`src/common/casq_pkg.sv`:
```
// Package: shared constants and types of the adapter start/idle sequencer
package casq_pkg;
  // ============================================================
  // Widths
  localparam int STATE_W = 4;
  localparam int DEV_W   = 3;
  localparam int DATA_W  = 8;
  localparam int NDEC    = 16;
  localparam int FIFO_DEPTH = 8;
  localparam logic [DEV_W-1:0] DEV_ZERO = 3'h0;
  localparam logic [DEV_W-1:0] DEV_TWO   = 3'h2;
  localparam logic [DEV_W-1:0] DEV_THREE = 3'h3;
  localparam logic [DEV_W-1:0] DEV_FIVE  = 3'h5;
  // ============================================================
  // States within the modes
  localparam logic [STATE_W-1:0] ST_0  = 4'h0;
  localparam logic [STATE_W-1:0] ST_1  = 4'h1;
  localparam logic [STATE_W-1:0] ST_2  = 4'h2;
  localparam logic [STATE_W-1:0] ST_3  = 4'h3;
  localparam logic [STATE_W-1:0] ST_4  = 4'h4;
  localparam logic [STATE_W-1:0] ST_5  = 4'h5;
  localparam logic [STATE_W-1:0] ST_6  = 4'h6;
  localparam logic [STATE_W-1:0] ST_7  = 4'h7;
  localparam logic [STATE_W-1:0] ST_8  = 4'h8;
  localparam logic [STATE_W-1:0] ST_10 = 4'ha;
  localparam logic [STATE_W-1:0] ST_14 = 4'he;
  localparam logic [DATA_W-1:0]  DATA_CLR = 8'h00;
  // ============================================================
  // Operation codes
  typedef enum logic [1:0] {
    OP_READ  = 2'h0,
    OP_RDC   = 2'h1,
    OP_WRITE = 2'h2,
    OP_WRC   = 2'h3
  } casq_op_e;
  // Modes, one-hot
  typedef enum logic [3:0] {
    MODE_START = 4'h1,
    MODE_IDLE  = 4'h2,
    MODE_SEND  = 4'h4,
    MODE_RECV  = 4'h8
  } casq_mode_e;
  // Binary to one-hot decimal state lines
  function automatic logic [NDEC-1:0] casq_dec(
    input logic [STATE_W-1:0] s, input logic en);
    casq_dec = en ? (16'h0001 << s) : 16'h0000;
  endfunction
endpackage

```
`src/common/casq_fifo_if.sv`:
```
// Interface: valid/ready stream between adapter modules
`timescale 1ns/10ps
interface casq_fifo_if #(parameter int W = 8);
  logic         valid;
  logic         ready;
  logic [W-1:0] data;
  modport src (output valid, output data, input ready);
  modport dst (input valid, input data, output ready);
endinterface

```
`src/hw/casq_top.sv`:
```
// Module: start and idle sequencer of the async comms adapter
`timescale 1ns/10ps
module casq_top
  import casq_pkg::*;
#(
  parameter int FDEPTH = FIFO_DEPTH
) (
  input  wire logic              I_CLOCK,
  input  wire logic              I_RST,
  input  wire logic              i_STATE_CLK,
  input  wire logic              i_TEST_CLK,
  input  wire logic              i_IO_RESET,
  input  wire logic              i_LOAD_OP,
  input  wire logic [1:0]        i_OP,
  input  wire logic [DEV_W-1:0]  i_DEVICE_NUMBER,
  input  wire logic              i_XFER_DONE,
  input  wire logic              i_INT_ACK,
  input  wire logic              i_INT_REQ,
  input  wire logic              i_LOAD_REQUEST,
  input  wire logic              i_DIAL,
  input  wire logic              i_RECV_END,
  input  wire logic              i_ERROR_SET,
  input  wire logic              i_DLE_SEEN,
  input  wire logic              i_ETX_ETB_SEEN,
  input  wire logic              i_TAPE_EMULATION,
  input  wire logic              i_EXT_MODE_LOAD,
  input  wire logic [3:0]        i_EXT_MODE,
  input  wire logic              i_EXT_STATE_CLR,
  input  wire logic [DATA_W-1:0] i_CHAR_DATA,
  input  wire logic              i_CHAR_VALID,
  output logic                   o_CHAR_READY,
  input  wire logic [DATA_W-1:0] i_STATUS_CODE,
  output logic [STATE_W-1:0]     o_STATE,
  output logic [3:0]             o_MODE,
  output logic [NDEC-1:0]        o_START_LINES,
  output logic [NDEC-1:0]        o_IDLE_LINES,
  output logic [NDEC-1:0]        o_SEND_LINES,
  output logic [NDEC-1:0]        o_RECV_LINES,
  output logic                   o_SEND_STATE1_N,
  output logic                   o_SEND_MODE_IND,
  output logic                   o_HANDSHAKE_DONE,
  output logic                   o_WRITE_READ,
  output logic                   o_STATUS_RDY,
  output logic                   o_IO_BUSY,
  output logic                   o_INTERRUPT,
  output logic                   o_CONNECT_CTRL,
  output logic                   o_HANGUP,
  output logic                   o_FLAG,
  output logic                   o_ERROR,
  output logic                   o_FAULT,
  output logic                   o_GOOD_STATUS,
  output logic                   o_STATUS_CHAR_EMIT,
  output logic                   o_DUAL_END,
  output logic [DATA_W-1:0]      o_STATION_ID,
  output logic [DATA_W-1:0]      o_DATA_REG,
  output logic [DATA_W-1:0]      o_STATUS_OUT
);
  // ============================================================
  // State
  typedef struct packed {
    logic [STATE_W-1:0] state;
    logic [3:0]         mode;
    logic [1:0]         op;
    logic               hs_done;
    logic               wr_rd;
    logic               stat_rdy;
    logic               io_busy;
    logic               intr;
    logic               ccon;
    logic               hangup;
    logic               flag;
    logic               error;
    logic               fault;
    logic               good;
    logic               dual_end;
    logic               sid_pend;
    logic [DATA_W-1:0]  sid;
    logic [DATA_W-1:0]  data;
    logic [DATA_W-1:0]  stat;
  } casq_top_s;
  casq_top_s r_r, r_nxt;
  logic [NDEC-1:0] st_l, id_l;
  logic            hold_count;
  logic            good_status_strobe;
  logic            clr_hs;
  logic            set_int;
  logic            set_srdy;
  logic            take_char;
  logic [DATA_W-1:0] fifo_char;
  logic            fifo_valid;
  casq_fifo_if #(.W(DATA_W)) in_if ();
  casq_fifo_if #(.W(DATA_W)) out_if ();
  // ============================================================
  // Character path: buffered so the channel sees back-pressure
  assign in_if.valid  = i_CHAR_VALID;
  assign in_if.data   = i_CHAR_DATA;
  assign o_CHAR_READY = in_if.ready;
  assign fifo_char    = out_if.data;
  assign fifo_valid   = out_if.valid;
  // Drained only when a handshake is open, so stalls fill the buffer
  assign take_char    = fifo_valid && !r_r.hs_done;
  assign out_if.ready = take_char;
  casq_fifo #(.W(DATA_W), .DEPTH(FDEPTH)) u_fifo (
    .I_CLOCK (I_CLOCK),
    .I_RST   (I_RST),
    .wr      (in_if),
    .rd      (out_if)
  );
  casq_dec u_dec (
    .i_state   (r_r.state),
    .i_mode    (r_r.mode),
    .o_start   (st_l),
    .o_idle    (id_l),
    .o_send    (o_SEND_LINES),
    .o_recv    (o_RECV_LINES),
    .o_send1_n (o_SEND_STATE1_N)
  );
  assign o_START_LINES = st_l;
  assign o_IDLE_LINES  = id_l;
  // ============================================================
  // Sequencer
  always_comb begin
    r_nxt = r_r;
    hold_count = 1'b0;
    good_status_strobe = 1'b0;
    clr_hs = 1'b0;
    set_int = 1'b0;
    set_srdy = 1'b0;
    r_nxt.good = 1'b0;
    if (i_LOAD_OP) begin
      r_nxt.op = i_OP;
      if (i_OP == OP_WRITE || i_OP == OP_WRC)
        r_nxt.wr_rd = 1'b1;
      else
        r_nxt.wr_rd = 1'b0;
      r_nxt.io_busy = 1'b1;
    end
    if (i_STATE_CLK) begin
      r_nxt.state = r_r.state + STATE_W'(1);
      case (1'b1)
        st_l[1]: begin
          clr_hs = 1'b1;
          if (r_r.op != OP_WRC)
            r_nxt.state = ST_6;
        end
        st_l[2]: begin
          if (i_DEVICE_NUMBER != DEV_THREE)
            r_nxt.state = ST_6;
          else if (i_INT_REQ)
            hold_count = 1'b1;
        end
        st_l[3]: begin
          set_int = 1'b1;
          r_nxt.data = DATA_CLR;
        end
        st_l[4]: begin
          if (!r_r.hs_done)
            hold_count = 1'b1;
        end
        st_l[5]: begin
          r_nxt.stat = i_STATUS_CODE;
          clr_hs = 1'b1;
          good_status_strobe = 1'b1;
          r_nxt.mode = MODE_IDLE;
          r_nxt.state = ST_0;
        end
        st_l[6]: begin
          set_srdy = 1'b1;
          if (!r_r.hs_done)
            hold_count = 1'b1;
        end
        st_l[7]: begin
          r_nxt.state = ST_0;
          clr_hs = 1'b1;
        end
        id_l[1]: begin
          set_srdy = 1'b1;
          if (!r_r.hs_done)
            hold_count = 1'b1;
        end
        id_l[2]: clr_hs = 1'b1;
        id_l[3]: begin
          if (!r_r.hs_done || r_r.io_busy)
            hold_count = 1'b1;
        end
        id_l[5]: begin
          clr_hs = 1'b1;
          if (r_r.op != OP_WRC) begin
            r_nxt.ccon = 1'b1;
            r_nxt.state = ST_8;
          end
        end
        id_l[6]: begin
          good_status_strobe = 1'b1;
          if (i_DEVICE_NUMBER == DEV_THREE) begin
            r_nxt.mode = MODE_START;
            r_nxt.state = ST_2;
          end else if (i_DEVICE_NUMBER == DEV_TWO) begin
            r_nxt.hangup = 1'b1;
            if (i_DIAL)
              hold_count = 1'b1;
          end
        end
        id_l[7]: begin
          clr_hs = 1'b1;
          r_nxt.state = ST_0;
          if (i_DEVICE_NUMBER >= DEV_FIVE)
            r_nxt.flag = 1'b1;
        end
        id_l[8]: begin
          r_nxt.data = DATA_CLR;
          if (i_LOAD_REQUEST)
            r_nxt.state = ST_0;
          else if (i_INT_REQ)
            hold_count = 1'b1;
        end
        id_l[10]: begin
          if (i_RECV_END && (r_r.op == OP_READ || r_r.op == OP_RDC)) begin
            r_nxt.mode = MODE_RECV;
            r_nxt.state = ST_6;
          end else
            r_nxt.state = ST_6;
        end
        id_l[14]: begin
          r_nxt.mode = MODE_SEND;
          r_nxt.state = ST_0;
        end
        default: ;
      endcase
      // Any hold (interrupt, handshake, busy or dial) freezes the state unless the mode changes in the same step
      if (hold_count && r_nxt.mode == r_r.mode)
        r_nxt.state = r_r.state;
    end
    if (i_EXT_MODE_LOAD)
      r_nxt.mode = i_EXT_MODE;
    if (i_EXT_STATE_CLR)
      r_nxt.state = ST_0;
    // Read-control station id fetch
    if (i_LOAD_OP && i_OP == OP_RDC && i_DEVICE_NUMBER != DEV_ZERO) begin
      r_nxt.sid_pend = 1'b1;
      set_int = 1'b1;
    end
    if (i_INT_ACK)
      r_nxt.intr = 1'b0;
    if (set_int) begin
      r_nxt.intr = 1'b1;
      clr_hs = 1'b1;
    end
    if (clr_hs) begin
      r_nxt.hs_done = 1'b0;
      r_nxt.stat_rdy = 1'b0;
    end
    if (take_char) begin
      r_nxt.data = fifo_char;
      if (r_r.sid_pend) begin
        r_nxt.sid = fifo_char;
        r_nxt.sid_pend = 1'b0;
      end
    end
    // Completion wins over a clear in the same cycle
    if (take_char && i_XFER_DONE)
      r_nxt.hs_done = 1'b1;
    if (set_srdy) begin
      r_nxt.stat_rdy = 1'b1;
      r_nxt.io_busy = 1'b0;
    end
    if (i_ERROR_SET)
      r_nxt.error = 1'b1;
    if (good_status_strobe) begin
      r_nxt.good = 1'b1;
      r_nxt.flag = 1'b0;
      r_nxt.error = i_ERROR_SET;
      r_nxt.fault = 1'b1;
    end
    r_nxt.dual_end = i_DLE_SEEN ||
                     (!i_TAPE_EMULATION && i_ETX_ETB_SEEN);
    if (i_IO_RESET)
      r_nxt = '0;
  end
  always_ff @(posedge I_CLOCK) begin
    if (I_RST)
      r_r <= '0;
    else
      r_r <= r_nxt;
  end
  // ============================================================
  // Outputs
  assign o_STATE            = r_r.state;
  assign o_MODE             = r_r.mode;
  assign o_SEND_MODE_IND    = (r_r.mode == MODE_SEND);
  assign o_HANDSHAKE_DONE   = r_r.hs_done;
  assign o_WRITE_READ       = r_r.wr_rd;
  assign o_STATUS_RDY       = r_r.stat_rdy;
  assign o_IO_BUSY          = r_r.io_busy;
  assign o_INTERRUPT        = r_r.intr;
  assign o_CONNECT_CTRL     = r_r.ccon;
  assign o_HANGUP           = r_r.hangup;
  assign o_FLAG             = r_r.flag;
  assign o_ERROR            = r_r.error;
  assign o_FAULT            = r_r.fault;
  assign o_GOOD_STATUS      = r_r.good;
  // Combinational, so it follows receive end without a cycle's lag
  assign o_STATUS_CHAR_EMIT = r_r.error && i_RECV_END &&
                              i_TAPE_EMULATION;
  assign o_DUAL_END         = r_r.dual_end;
  assign o_STATION_ID       = r_r.sid;
  assign o_DATA_REG         = r_r.data;
  assign o_STATUS_OUT       = r_r.stat;
endmodule

```
`src/hw/casq_fifo.sv`:
```
// Module: flip-flop FIFO with valid/ready on both sides
`timescale 1ns/10ps
module casq_fifo #(
  parameter int W     = 8,
  parameter int DEPTH = 8
) (
  input  wire logic I_CLOCK,
  input  wire logic I_RST,
  casq_fifo_if.dst  wr,
  casq_fifo_if.src  rd
);
  localparam int AW = $clog2(DEPTH);
  typedef struct packed {
    logic [DEPTH-1:0][W-1:0] mem;
    logic [AW-1:0]           wp;
    logic [AW-1:0]           rp;
    logic [AW:0]             cnt;
  } casq_fifo_s;
  casq_fifo_s q_r, q_nxt;
  logic push, pop;
  assign wr.ready = (q_r.cnt != (AW+1)'(DEPTH));
  assign rd.valid = (q_r.cnt != '0);
  assign rd.data  = q_r.mem[q_r.rp];
  assign push = wr.valid && wr.ready;
  assign pop  = rd.valid && rd.ready;
  always_comb begin
    q_nxt = q_r;
    if (push) begin
      q_nxt.mem[q_r.wp] = wr.data;
      q_nxt.wp = (q_r.wp == AW'(DEPTH-1)) ? '0 : q_r.wp + AW'(1);
    end
    if (pop)
      q_nxt.rp = (q_r.rp == AW'(DEPTH-1)) ? '0 : q_r.rp + AW'(1);
    q_nxt.cnt = q_r.cnt + (AW+1)'(push) - (AW+1)'(pop);
  end
  always_ff @(posedge I_CLOCK) begin
    if (I_RST)
      q_r <= '0;
    else
      q_r <= q_nxt;
  end
endmodule

```
`src/hw/casq_dec.sv`:
```
// Module: binary-to-decimal state decoders for every mode
`timescale 1ns/10ps
module casq_dec
  import casq_pkg::*;
(
  input  wire logic [STATE_W-1:0] i_state,
  input  wire logic [3:0]         i_mode,
  output logic      [NDEC-1:0]    o_start,
  output logic      [NDEC-1:0]    o_idle,
  output logic      [NDEC-1:0]    o_send,
  output logic      [NDEC-1:0]    o_recv,
  output logic                    o_send1_n
);
  assign o_start = casq_dec(i_state, i_mode == MODE_START);
  assign o_idle  = casq_dec(i_state, i_mode == MODE_IDLE);
  assign o_send  = casq_dec(i_state, i_mode == MODE_SEND);
  assign o_recv  = casq_dec(i_state, i_mode == MODE_RECV);
  assign o_send1_n = ~o_send[1];
endmodule

```
`config.mk`:
```
export PLATFORM = sky130hd
export DESIGN_NAME = casq_top
export DESIGN_NICKNAME = d
export VERILOG_FILES = /design/src/common/casq_pkg.sv /design/src/common/casq_fifo_if.sv /design/src/hw/casq_top.sv /design/src/hw/casq_fifo.sv /design/src/hw/casq_dec.sv
export SDC_FILE = /design/constraint.sdc
export NUM_CORES = 1
export LEC_CHECK = 0
export BUFFER_PORTS_ARGS = -buffer_cell sky130_fd_sc_hd__buf_2
export CAP_MARGIN = 10
export CELL_PAD_IN_SITES_DETAIL_PLACEMENT = 0
export CELL_PAD_IN_SITES_GLOBAL_PLACEMENT = 1
export CORE_ASPECT_RATIO = 1.25
export CORE_MARGIN = 2
export CORE_UTILIZATION = 40
export DETAILED_ROUTE_END_ITERATION = 8
export HOLD_SLACK_MARGIN = 0.02
export PLACE_DENSITY_LB_ADDON = 0.1
export SLEW_MARGIN = 0
export SYNTH_ARGS = -nofsm -noshare
export SYNTH_HDL_FRONTEND = slang
export SYNTH_SLANG_ARGS = --single-unit
```
`constraint.sdc`:
```
create_clock -name I_CLOCK -period 3.36 [get_ports I_CLOCK]
set_input_delay 0.672 -clock I_CLOCK [delete_from_list [all_inputs] [get_ports I_CLOCK]]
set_output_delay 0.672 -clock I_CLOCK [all_outputs]
set_load 0.005 [all_outputs]
```
==> metrics.md, run 1 <==
| Metric | Value |
|---|---|
| Fin. Hold Viols | `0` |
| Worst endpoint data arrival time | `2390 ps` |
| Most frequent cells in the layout | `186 x nor2_1, 154 x buf_2, 121 x dfxtp_1, 81 x mux2i_1, 37 x a21oi_1` |
| Diode count | `0` |
| Synth area leader | `dfxtp_1` |
| Final setup skew | `9.94 ps` |
| Total Power | `4.34 mW` |
| Clk sink count | `121` |
| WHS | `463 ps` |
| Clock root cell | `clkbuf_16` |
| Share of cells above drive strength 1 | `28.3%` |
| Grt met2 use | `42.2%` |
| Largest net degree at the start of global routing | `48` |
| Final ANT Viol Nets | `0` |
| Fin util | `49.4%` |
| Crit path kind | `reg -> out` |
| Initial antenna violation count | `0` |
| Ranking of synthesized cells by area | `dfxtp_1 37%, mux2i_1 12%, nor2_1 11%` |
| Core Area | `16100 µm²` |
| Syn. warnings | `0` |
| Yosys top cell area share | `36.9%` |
| Total GRT Usage | `23.6%` |
| Placed Area | `7370 µm²` |
| CTS Hold Bufs | `0` |
| Cell count after synthesis | `764` |
| Post-CTS Resized | `0` |
| Cell area after synthesis | `6570 µm²` |
| Final setup TNS | `0 ps` |
| Die Span X | `119 µm` |
| CTS Buf Count | `17` |
| Register area share after synthesis | `36.9%` |
| RSZ-0062 raised after global routing | `false` |
| Most common cell after layout, fill and taps aside | `nor2_1` |
| FMAX | `326 MHz` |
| Setup Buffers After CTS | `0` |
| Starting density of the core | `40.7%` |
| Post-synth EDFFs | `0` |
| WP data required | `2690 ps` |
| Drt total wl | `20400 µm` |
| Final period util | `91.3%` |
| Final HPWL DP | `15400 µm` |
| PwrDens | `543 nW/µm²` |
| Chip height | `147 µm` |
| Fraction of registers with async set/reset | `0%` |
| Tmin final | `3070 ps` |
| Pins Over Slew Limit | `0` |
| Critical path launch point type | `register` |
| Syn nets | `825` |
| Vias in the first global route | `5894` |
| Synth Register Bits | `121` |
| Setup violation total in the final timing report | `0` |
| Clk_lat worst skew | `420 ps` |
| Min-Delay Path Class | `in -> reg` |
| CTS tree | `yes` |
| First-pass GRT wire length | `32000 µm` |
| Max Root-Sink Buffers | `2` |
| Post-synth cell types | `70` |
| Most used DFF post-synth | `dfxtp_1` |
| Nature of the critical path endpoint | `output port` |
| DRC violations left | `0` |
| Via density | `5.28` |
| Layout area overhead | `21.5%` |
| Pre-antenna DRT Iters | `6` |
| Met1 Resource Use GR | `26.1%` |
| Total gr overflow | `0` |
| DR WL/cell | `18.5 µm` |
| Finished Cell Area | `7980 µm²` |
| GRT Max-Usage Layer | `met2` |
| LEAKAGE | `3.65 nW` |
| M3 GR Usage | `5.12%` |
| Peak supply drop | `0.383 mV` |
| Worst slew margin | `34.4%` |
| Worst-Margin Slew | `982 ps` |
| # rows | `52` |
| Max Cap Viol | `0` |
| CTS clk-pin slew, worst paths | `50 ps` |
| Boundary Pins | `156` |
| Initial DRC Count | `394` |
| Die area | `17500 µm²` |
| Max FO, Critical Path | `16` |
| Vias | `5843` |
| Gpl congestion | `0.956` |
| Status | `finished, final reports clean` |
| Synth Area per Inst | `8.60 µm²` |
| CTS H-tree depth | `4` |
| IO buf count | `154` |
| Net count, final | `938` |
logic make-up (layout without fill, tap and decap cells):
logic type / count (synthesis) / count (layout) / share of synthesized area (%)
adders and majority gates: 17 / 17 / 3.35
AOI/OAI and AO/OA: 117 / 117 / 12.0
buffers and inverters: 114 / 240 / 8.59
and+or+nand+nor: 293 / 293 / 20.6
xor gates and xnor gates: 3 / 3 / 0.400
DFF: 121 / 121 / 36.9
muxes: 99 / 99 / 18.2
where the power goes:
part	switching [mW]	internal [mW]
sequential	0.115	1.52
clock	0.683	1.16
combinational	0.478	0.382
layer usage:
| layer | vias up | wire length [µm] |
|---|---|---|
| met5 | - | 0 |
| met4 | 0 | 830 |
| met3 | 51 | 1060 |
| met2 | 198 | 10500 |
| met1 | 2773 | 7980 |
| li1 | 2821 | - |
final cells by class:
cell class	instances	area [µm²]
Inverter	24	90.1
Multi-Input combinational cell	529	3590
Sequential cell	121	2420
Clock buffer	21	470
Tap cell	216	270
Timing Repair Buffer	184	996
Fill cell	1639	8160
Clock inverter	11	134
Yosys cell counts (all sizes together), types with 3 or more instances:
cell	count
nor2	188
dfxtp	121
mux2i	81
buf	46
clkbuf	44
a21oi	37
nand2	30
o21ai	23
inv	22
ha	16
mux4	16
a211oi	12
nand3	12
nor3	9
nand2b	8
nand3b	8
o21a	5
a21o	4
nor2b	4
nor3b	4
nor4b	4
o211ai	4
a22oi	3
a31oi	3
and2	3
and3	3
and3b	3
nor4	3
o22ai	3
o31a	3
or2	3
or3	3
or3b	3
state kept, by name, summed over array words and instances, names as in the netlist, 3 cells and up:
signal / cells
u_fifo.q_r: 74
o_MODE: 4
o_STATUS_OUT: 8
o_STATION_ID: 8
o_STATE: 4
r_r: 3
o_DATA_REG: 8
worst paths after layout:
kind,start,end,slack (ps),cells after the start
worst min-delay path,i_ERROR_SET,o_ERROR$_SDFFE_PP0P_,460,3
worst max register to register,o_MODE[2]$_SDFFE_PP0P_,o_STATE[0]$_SDFFE_PP0P_,560,7
worst min register to register,o_WRITE_READ$_SDFFE_PP0P_,o_WRITE_READ$_SDFFE_PP0P_,470,2
worst max-delay path,o_MODE[2]$_SDFFE_PP0P_,o_IDLE_LINES[14],290,3
critical path, stage by stage (launching register included):
cell and delay (ps):
dfxtp_1 360, or4b_1 920, nor2_1 500, buf_2 200
through the flow:
stage | instances | setup WS [ps]
floorplan | 764 | 729
global placement | 1074 | 557
detailed placement | 1074 | 554
CTS | 1106 | 268
global route | 1106 | 212
finish | 1106 | 294
Note: power is estimated with default switching activity, not from simulation.
==> run 2: changes to the inputs <==
--- a/config.mk
+++ b/config.mk
@@ -5,13 +5,14 @@
 export SDC_FILE = /design/constraint.sdc
 export NUM_CORES = 1
 export LEC_CHECK = 0
+export ABC_AREA = 1
 export BUFFER_PORTS_ARGS = -buffer_cell sky130_fd_sc_hd__buf_2
 export CAP_MARGIN = 10
 export CELL_PAD_IN_SITES_DETAIL_PLACEMENT = 0
 export CELL_PAD_IN_SITES_GLOBAL_PLACEMENT = 1
 export CORE_ASPECT_RATIO = 1.25
 export CORE_MARGIN = 2
-export CORE_UTILIZATION = 40
+export CORE_UTILIZATION = 38
 export DETAILED_ROUTE_END_ITERATION = 8
 export HOLD_SLACK_MARGIN = 0.02
 export PLACE_DENSITY_LB_ADDON = 0.1
==> metrics.md, run 2 <==
| Metric | Value |
|---|---|
| Chip height | `150 µm` |
| Clk_lat worst skew | `420 ps` |
| IO buf count | `154` |
| Setup violation total in the final timing report | `0` |
| Final setup skew | `9.39 ps` |
| Fin util | `46.9%` |
| Crit path kind | `reg -> out` |
| First-pass GRT wire length | `31200 µm` |
| Fin. Hold Viols | `0` |
| Total GRT Usage | `21.9%` |
| Vias | `6427` |
| Core Area | `16800 µm²` |
| Net count, final | `1137` |
| Post-CTS Resized | `0` |
| Synth Register Bits | `121` |
| Final worst slack | `511 ps` |
| Via density | `4.91` |
| Final period util | `84.8%` |
| Pins Over Slew Limit | `0` |
| FMAX | `351 MHz` |
| Worst-Margin Slew | `663 ps` |
| Gpl congestion | `0.862` |
| Post-synth EDFFs | `0` |
| # rows | `53` |
| Final setup TNS | `0 ps` |
| Post-synthesis mux area share | `0%` |
| Largest family of logic cells by synthesized area | `simple AND/OR/NAND/NOR gates` |
| Ranking of synthesized cells by area | `dfxtp_1 37%, o21ai_0 11%, nor2_1 9.1%` |
| Fraction of registers with async set/reset | `0%` |
| Die Span X | `121 µm` |
| CTS Buf Count | `17` |
| Share of cells above drive strength 1 | `21.2%` |
| Largest net degree at the start of global routing | `71` |
| Synth area leader | `dfxtp_1` |
| Final ANT Viol Nets | `0` |
| Cell area after synthesis | `6510 µm²` |
| DRC violations left | `0` |
| CTS clk-pin slew, worst paths | `60 ps` |
| Worst slew margin | `55.7%` |
| Critical path startpoint | `o_STATE[0]$_SDFFE_PP0P_` |
| Status | `finished, final reports clean` |
| Max reg flops | `74` |
| Starting density of the core | `38.8%` |
| Post-synthesis compound-gate area fraction | `22.2%` |
| Min-Delay Path Class | `reg -> reg` |
| Pre-antenna DRT Iters | `4` |
| Reg2reg start | `o_STATE[2]$_SDFFE_PP0P_` |
| RR Endpoint | `o_STATUS_OUT[6]$_SDFFE_PP0P_` |
| Die area | `18200 µm²` |
| Total gr overflow | `0` |
| Most common cell after layout, fill and taps aside | `nor2_1` |
| Most used DFF post-synth | `dfxtp_1` |
| Dpl ws | `802 ps` |
| Synth Area per Inst | `6.78 µm²` |
| Clk sink count | `121` |
| WP data required | `2690 ps` |
| RSZ-0062 raised after global routing | `false` |
| Setup Buffers After CTS | `0` |
| Layout area overhead | `20.9%` |
| Final HPWL DP | `14600 µm` |
| CP endpoint | `o_IDLE_LINES[3]` |
| Initial antenna violation count | `0` |
| Boundary Pins | `156` |
| Yosys top cell area share | `37.2%` |
| Initial DRC Count | `345` |
| Drt total wl | `19700 µm` |
| Cell count after synthesis | `961` |
| Register area share after synthesis | `37.2%` |
| Nature of the critical path endpoint | `output port` |
| Count leader, synth | `nor2_1` |
| CTS H-tree depth | `4` |
| Syn. warnings | `0` |
| Synth Area in XOR/XNOR | `0.269%` |
| Largest register by flop count | `u_fifo.q_r` |
| Hold path depth | `2` |
| Top post-synthesis cells by count | `158 x nor2_1, 143 x o21ai_0, 127 x nand2_1` |
| Clock root cell | `clkbuf_16` |
| Max Root-Sink Buffers | `2` |
| Post-Synth Simple-Gate Area | `23.9%` |
| CTS tree | `yes` |
| PwrDens | `609 nW/µm²` |
| Peak supply drop | `0.477 mV` |
| Vias in the first global route | `6096` |
| LEAKAGE | `3.58 nW` |
| CTS Hold Bufs | `0` |
| Max FO, Critical Path | `7` |
| Most frequent cells in the layout | `158 x nor2_1, 154 x buf_2, 143 x o21ai_0, 127 x nand2_1, 121 x dfxtp_1` |
| Worst R2R Path Depth | `10` |
| Critical path launch point type | `register` |
| Diode count | `0` |
| R2R setup slack | `820 ps` |
| DR WL/cell | `15.1 µm` |
| Post-synth cell types | `38` |
| Max Cap Viol | `0` |
| Worst endpoint data arrival time | `2180 ps` |
| Syn nets | `1022` |
| Synth Area in Adders | `3.38%` |
| Tmin final | `2850 ps` |
## run 2: through the flow
step	std cells	total power [mW]	cell area, µm²	hold WS, ps
5_1_grt	1309	5.11	7880	454
4_1_cts	1309	4.86	7880	436
3_3_place_gp	1277	2.91	7250	429
6_report	1309	4.79	7880	440
3_5_place_dp	1277	2.92	7250	433
2_1_floorplan	961	2.54	6510	420
## run 2: final cells by class
| type | count | area, µm² |
|---|---|---|
| inverter | 125 | 469 |
| timing repair buffer | 164 | 846 |
| clock buffer | 17 | 425 |
| clock inverter | 15 | 200 |
| sequential | 121 | 2420 |
| fill | 1832 | 8900 |
| multi-input combinational | 647 | 3240 |
| tap | 220 | 275 |
## run 2: metal layers
layer | track usage [%] | vias to the layer above | routed length [µm]
li1 | - | 3326 | -
met1 | 24.7 | 2920 | 8310
met2 | 40.9 | 153 | 10200
met3 | 4.09 | 28 | 810
met4 | 7.73 | 0 | 387
met5 | 0 | - | 0
## run 2: how the worst min path moves through the flow
stage	slack [ps]	from	end
global route	450	i_ERROR_SET	o_ERROR$_SDFFE_PP0P_
floorplan	420	u_fifo.q_r[66]$_SDFFE_PP0P_	u_fifo.q_r[66]$_SDFFE_PP0P_
finish	440	o_FLAG$_SDFFE_PP0P_	o_FLAG$_SDFFE_PP0P_
CTS	440	i_ERROR_SET	o_ERROR$_SDFFE_PP0P_
detailed placement	430	u_fifo.q_r[71]$_SDFFE_PP0P_	u_fifo.q_r[71]$_SDFFE_PP0P_
global placement	430	o_STATUS_OUT[3]$_SDFFE_PP0P_	o_STATUS_OUT[3]$_SDFFE_PP0P_
## run 2: power breakdown
group          switching (mW)  total (mW)  internal [mW]
clock network           0.687        1.93           1.24
logic                   0.811        1.22          0.407
registers              0.0765        1.65           1.57
## run 2: critical path: stages (launching register included)
cell and delay [ps]:
dfxtp_1 450, ha_1 220, ha_1 270, nand2_1 250, nor2_1 390, buf_2 190
## run 2: cells by family after synthesis
group	after synthesis
and+or+nand+nor	354
DFF	121
xor gates and xnor gates	2
buffers and inverters	193
AOI/OAI and AO/OA	274
adders and majority gates	17
==> run 3: changes to the inputs <==
--- a/config.mk
+++ b/config.mk
@@ -5,14 +5,14 @@
 export SDC_FILE = /design/constraint.sdc
 export NUM_CORES = 1
 export LEC_CHECK = 0
-export ABC_AREA = 1
+export ABC_AREA = 0
 export BUFFER_PORTS_ARGS = -buffer_cell sky130_fd_sc_hd__buf_2
 export CAP_MARGIN = 10
 export CELL_PAD_IN_SITES_DETAIL_PLACEMENT = 0
 export CELL_PAD_IN_SITES_GLOBAL_PLACEMENT = 1
 export CORE_ASPECT_RATIO = 1.25
 export CORE_MARGIN = 2
-export CORE_UTILIZATION = 38
+export CORE_UTILIZATION = 40
 export DETAILED_ROUTE_END_ITERATION = 8
 export HOLD_SLACK_MARGIN = 0.02
 export PLACE_DENSITY_LB_ADDON = 0.1
==> constraint.sdc (replaced) <==
create_clock -name I_CLOCK -period 2.9 [get_ports I_CLOCK]
set_input_delay 0.58 -clock I_CLOCK [delete_from_list [all_inputs] [get_ports I_CLOCK]]
set_output_delay 0.58 -clock I_CLOCK [all_outputs]
set_load 0.005 [all_outputs]
==> metrics.md, run 3 (synthesis gave the netlist of run 1 again) <==
| Metric | Value |
|---|---|
| Die area | `17500 µm²` |
| Max Cap Viol | `0` |
| Layout area overhead | `22.8%` |
| Min-Delay Path Class | `in -> reg` |
| Critical path launch point type | `register` |
| PwrDens | `627 nW/µm²` |
| Hold path depth | `3` |
| WP buf/inv | `3` |
| WP data required | `2320 ps` |
| RR Endpoint | `o_STATUS_RDY$_SDFFE_PP0P_` |
| Sw frac | `29.0%` |
| Status | `finished, final reports clean` |
| Clk sink count | `121` |
| Net Sw Power | `1.47 mW` |
| Tmin final | `2770 ps` |
| Cell mode on critical path | `buf_4` |
| Delay-heaviest family, CP | `simple AND/OR/NAND/NOR gates` |
| FMAX | `361 MHz` |
| Setup violation total in the final timing report | `0` |
| Final ANT Viol Nets | `0` |
| IO buf count | `154` |
| Core Area | `16100 µm²` |
| Initial DRC Count | `367` |
| Peak supply drop | `0.416 mV` |
| Hold wc startpoint | `i_ERROR_SET` |
| Max reg flops | `74` |
| LEAKAGE | `3.70 nW` |
| Largest incremental delay on the critical path | `760 ps` |
| Most frequent cells in the layout | `184 x nor2_1, 154 x buf_2, 121 x dfxtp_1, 81 x mux2i_1` |
| Vias | `5959` |
| Worst endpoint data arrival time | `2190 ps` |
| Final worst slack | `132 ps` |
| Final period util | `95.4%` |
| CTS tree | `yes` |
| Setup Buffers After CTS | `0` |
| Vias in the first global route | `5777` |
| Die Span X | `119 µm` |
| R2R setup slack | `190 ps` |
| Worst-Margin Slew | `734 ps` |
| Largest net degree at the start of global routing | `76` |
| Count of non-filler cells in the finished layout | `1113` |
| Dpl ws | `205 ps` |
| Final setup TNS | `0 ps` |
| Crit path kind | `reg -> out` |
| Initial antenna violation count | `0` |
| Chip height | `147 µm` |
| RSZ-0062 raised after global routing | `false` |
| Clk_lat worst skew | `410 ps` |
| Most common cell after layout, fill and taps aside | `nor2_1` |
| Worst path slowest cell | `or4b_1` |
| Register share of total power | `36.2%` |
| Hold endpoint | `o_ERROR$_SDFFE_PP0P_` |
| Starting density of the core | `40.7%` |
| Total gr overflow | `0` |
| Largest register by flop count | `u_fifo.q_r` |
| Net count, final | `946` |
| Pins Over Slew Limit | `0` |
| DRC violations left | `0` |
| Worst slew margin | `51.1%` |
| Final setup skew | `8.22 ps` |
| Clock root cell | `clkbuf_16` |
| Pre-antenna DRT Iters | `5` |
| CTS Buf Count | `17` |
| Diode count | `0` |
| CTS Hold Bufs | `0` |
| CTS H-tree depth | `4` |
| Max Root-Sink Buffers | `2` |
| Via density | `5.35` |
| Boundary Pins | `156` |
| Fin. Hold Viols | `0` |
| Reg2reg start | `o_STATE[0]$_SDFFE_PP0P_` |
| Final HPWL DP | `15300 µm` |
| Gpl congestion | `0.966` |
| Worst path cell trace | `or4b_1 -> buf_4 -> nor2_4 -> buf_4 -> buf_2` |
| # rows | `52` |
| DR WL/cell | `18.5 µm` |
| Max FO, Critical Path | `10` |
| Post-CTS Resized | `1` |
| Total GRT Usage | `23.5%` |
| Share of cells above drive strength 1 | `29.3%` |
| Post-Place Cells | `1082` |
| Finished Cell Area | `8060 µm²` |
| Worst R2R Path Depth | `10` |
| Int Pwr | `3.59 mW` |
| Clk pwr share | `43.0%` |
| Logic pwr share | `20.8%` |
| Placed Area | `7440 µm²` |
| Nature of the critical path endpoint | `output port` |
| First-pass GRT wire length | `31600 µm` |
| Fill cell count | `1633` |
| Drt total wl | `20600 µm` |
| CTS clk-pin slew, worst paths | `60 ps` |
run 3: cell count changes in the layout (fill, tap and decap cells not counted), sizes merged, moves of 17 or more:
cell and change:
nor2 +17, o21ai -123, mux2i +81, nand2 -100, buf +28, a21oi -64
nand3 -24, inv -100
run 3: area by class of cell:
| type | instances | area, µm² | share of cell area [%] |
|---|---|---|---|
| inverter | 24 | 90.1 | 1.12 |
| clock buffer | 18 | 439 | 5.45 |
| tap | 216 | 270 | 3.35 |
| multi-input combinational | 529 | 3600 | 44.7 |
| timing repair buffer | 192 | 1070 | 13.3 |
| sequential | 121 | 2420 | 30.0 |
| clock inverter | 13 | 169 | 2.09 |
run 3: metrics by stage:
step                      util [%]  hold WS [ps]  total power, mW
final                         50.0           383             5.06
after global routing          50.0           372             5.32
after CTS                     49.9           371             5.13
after detailed placement      46.1           460             2.94
after global placement        46.1           452             2.91
after floorplan                  -           455             2.62
run 3: power groups by stage:
stage	Clock (mW)	Combinational (mW)	Sequential, mW
global route	2.29	1.18	1.84
CTS	2.22	1.08	1.83
finish	2.17	1.05	1.83
floorplan	0	0.786	1.83
detailed placement	0	1.07	1.86
global placement	0	1.05	1.86
run 3: worst register-to-register path, stage by stage, from the launching register on:
cell     delay (ps)
dfxtp_1         360
inv_1           110
ha_1            240
buf_4           200
nor3b_1         550
nor2_1          160
o21ai_1         230
o32ai_1         120
o31a_1          240
nor3_1          250
a22o_1          180
run 3: worst max-delay path by stage:
stage,startpoint,depth (start not counted),slack [ps],endpoint
3_3_place_gp,o_STATE[0]$_SDFFE_PP0P_,10,220,o_STATUS_RDY$_SDFFE_PP0P_
5_1_grt,o_MODE[0]$_SDFFE_PP0P_,5,30,o_START_LINES[1]
4_1_cts,o_STATE[0]$_SDFFE_PP0P_,6,60,o_START_LINES[5]
6_report,o_MODE[2]$_SDFFE_PP0P_,5,130,o_START_LINES[1]
3_5_place_dp,o_STATE[0]$_SDFFE_PP0P_,9,200,o_FLAG$_SDFFE_PP0P_
2_1_floorplan,o_STATE[2]$_SDFFE_PP0P_,12,270,o_STATE[2]$_SDFFE_PP0P_
run 3: per-layer routing:
layer | GRT usage, % | part of all wire, %
met5 | 0 | 0
met4 | 12.5 | 4.3
met3 | 4.58 | 5.1
met2 | 41.7 | 52
met1 | 26.5 | 39
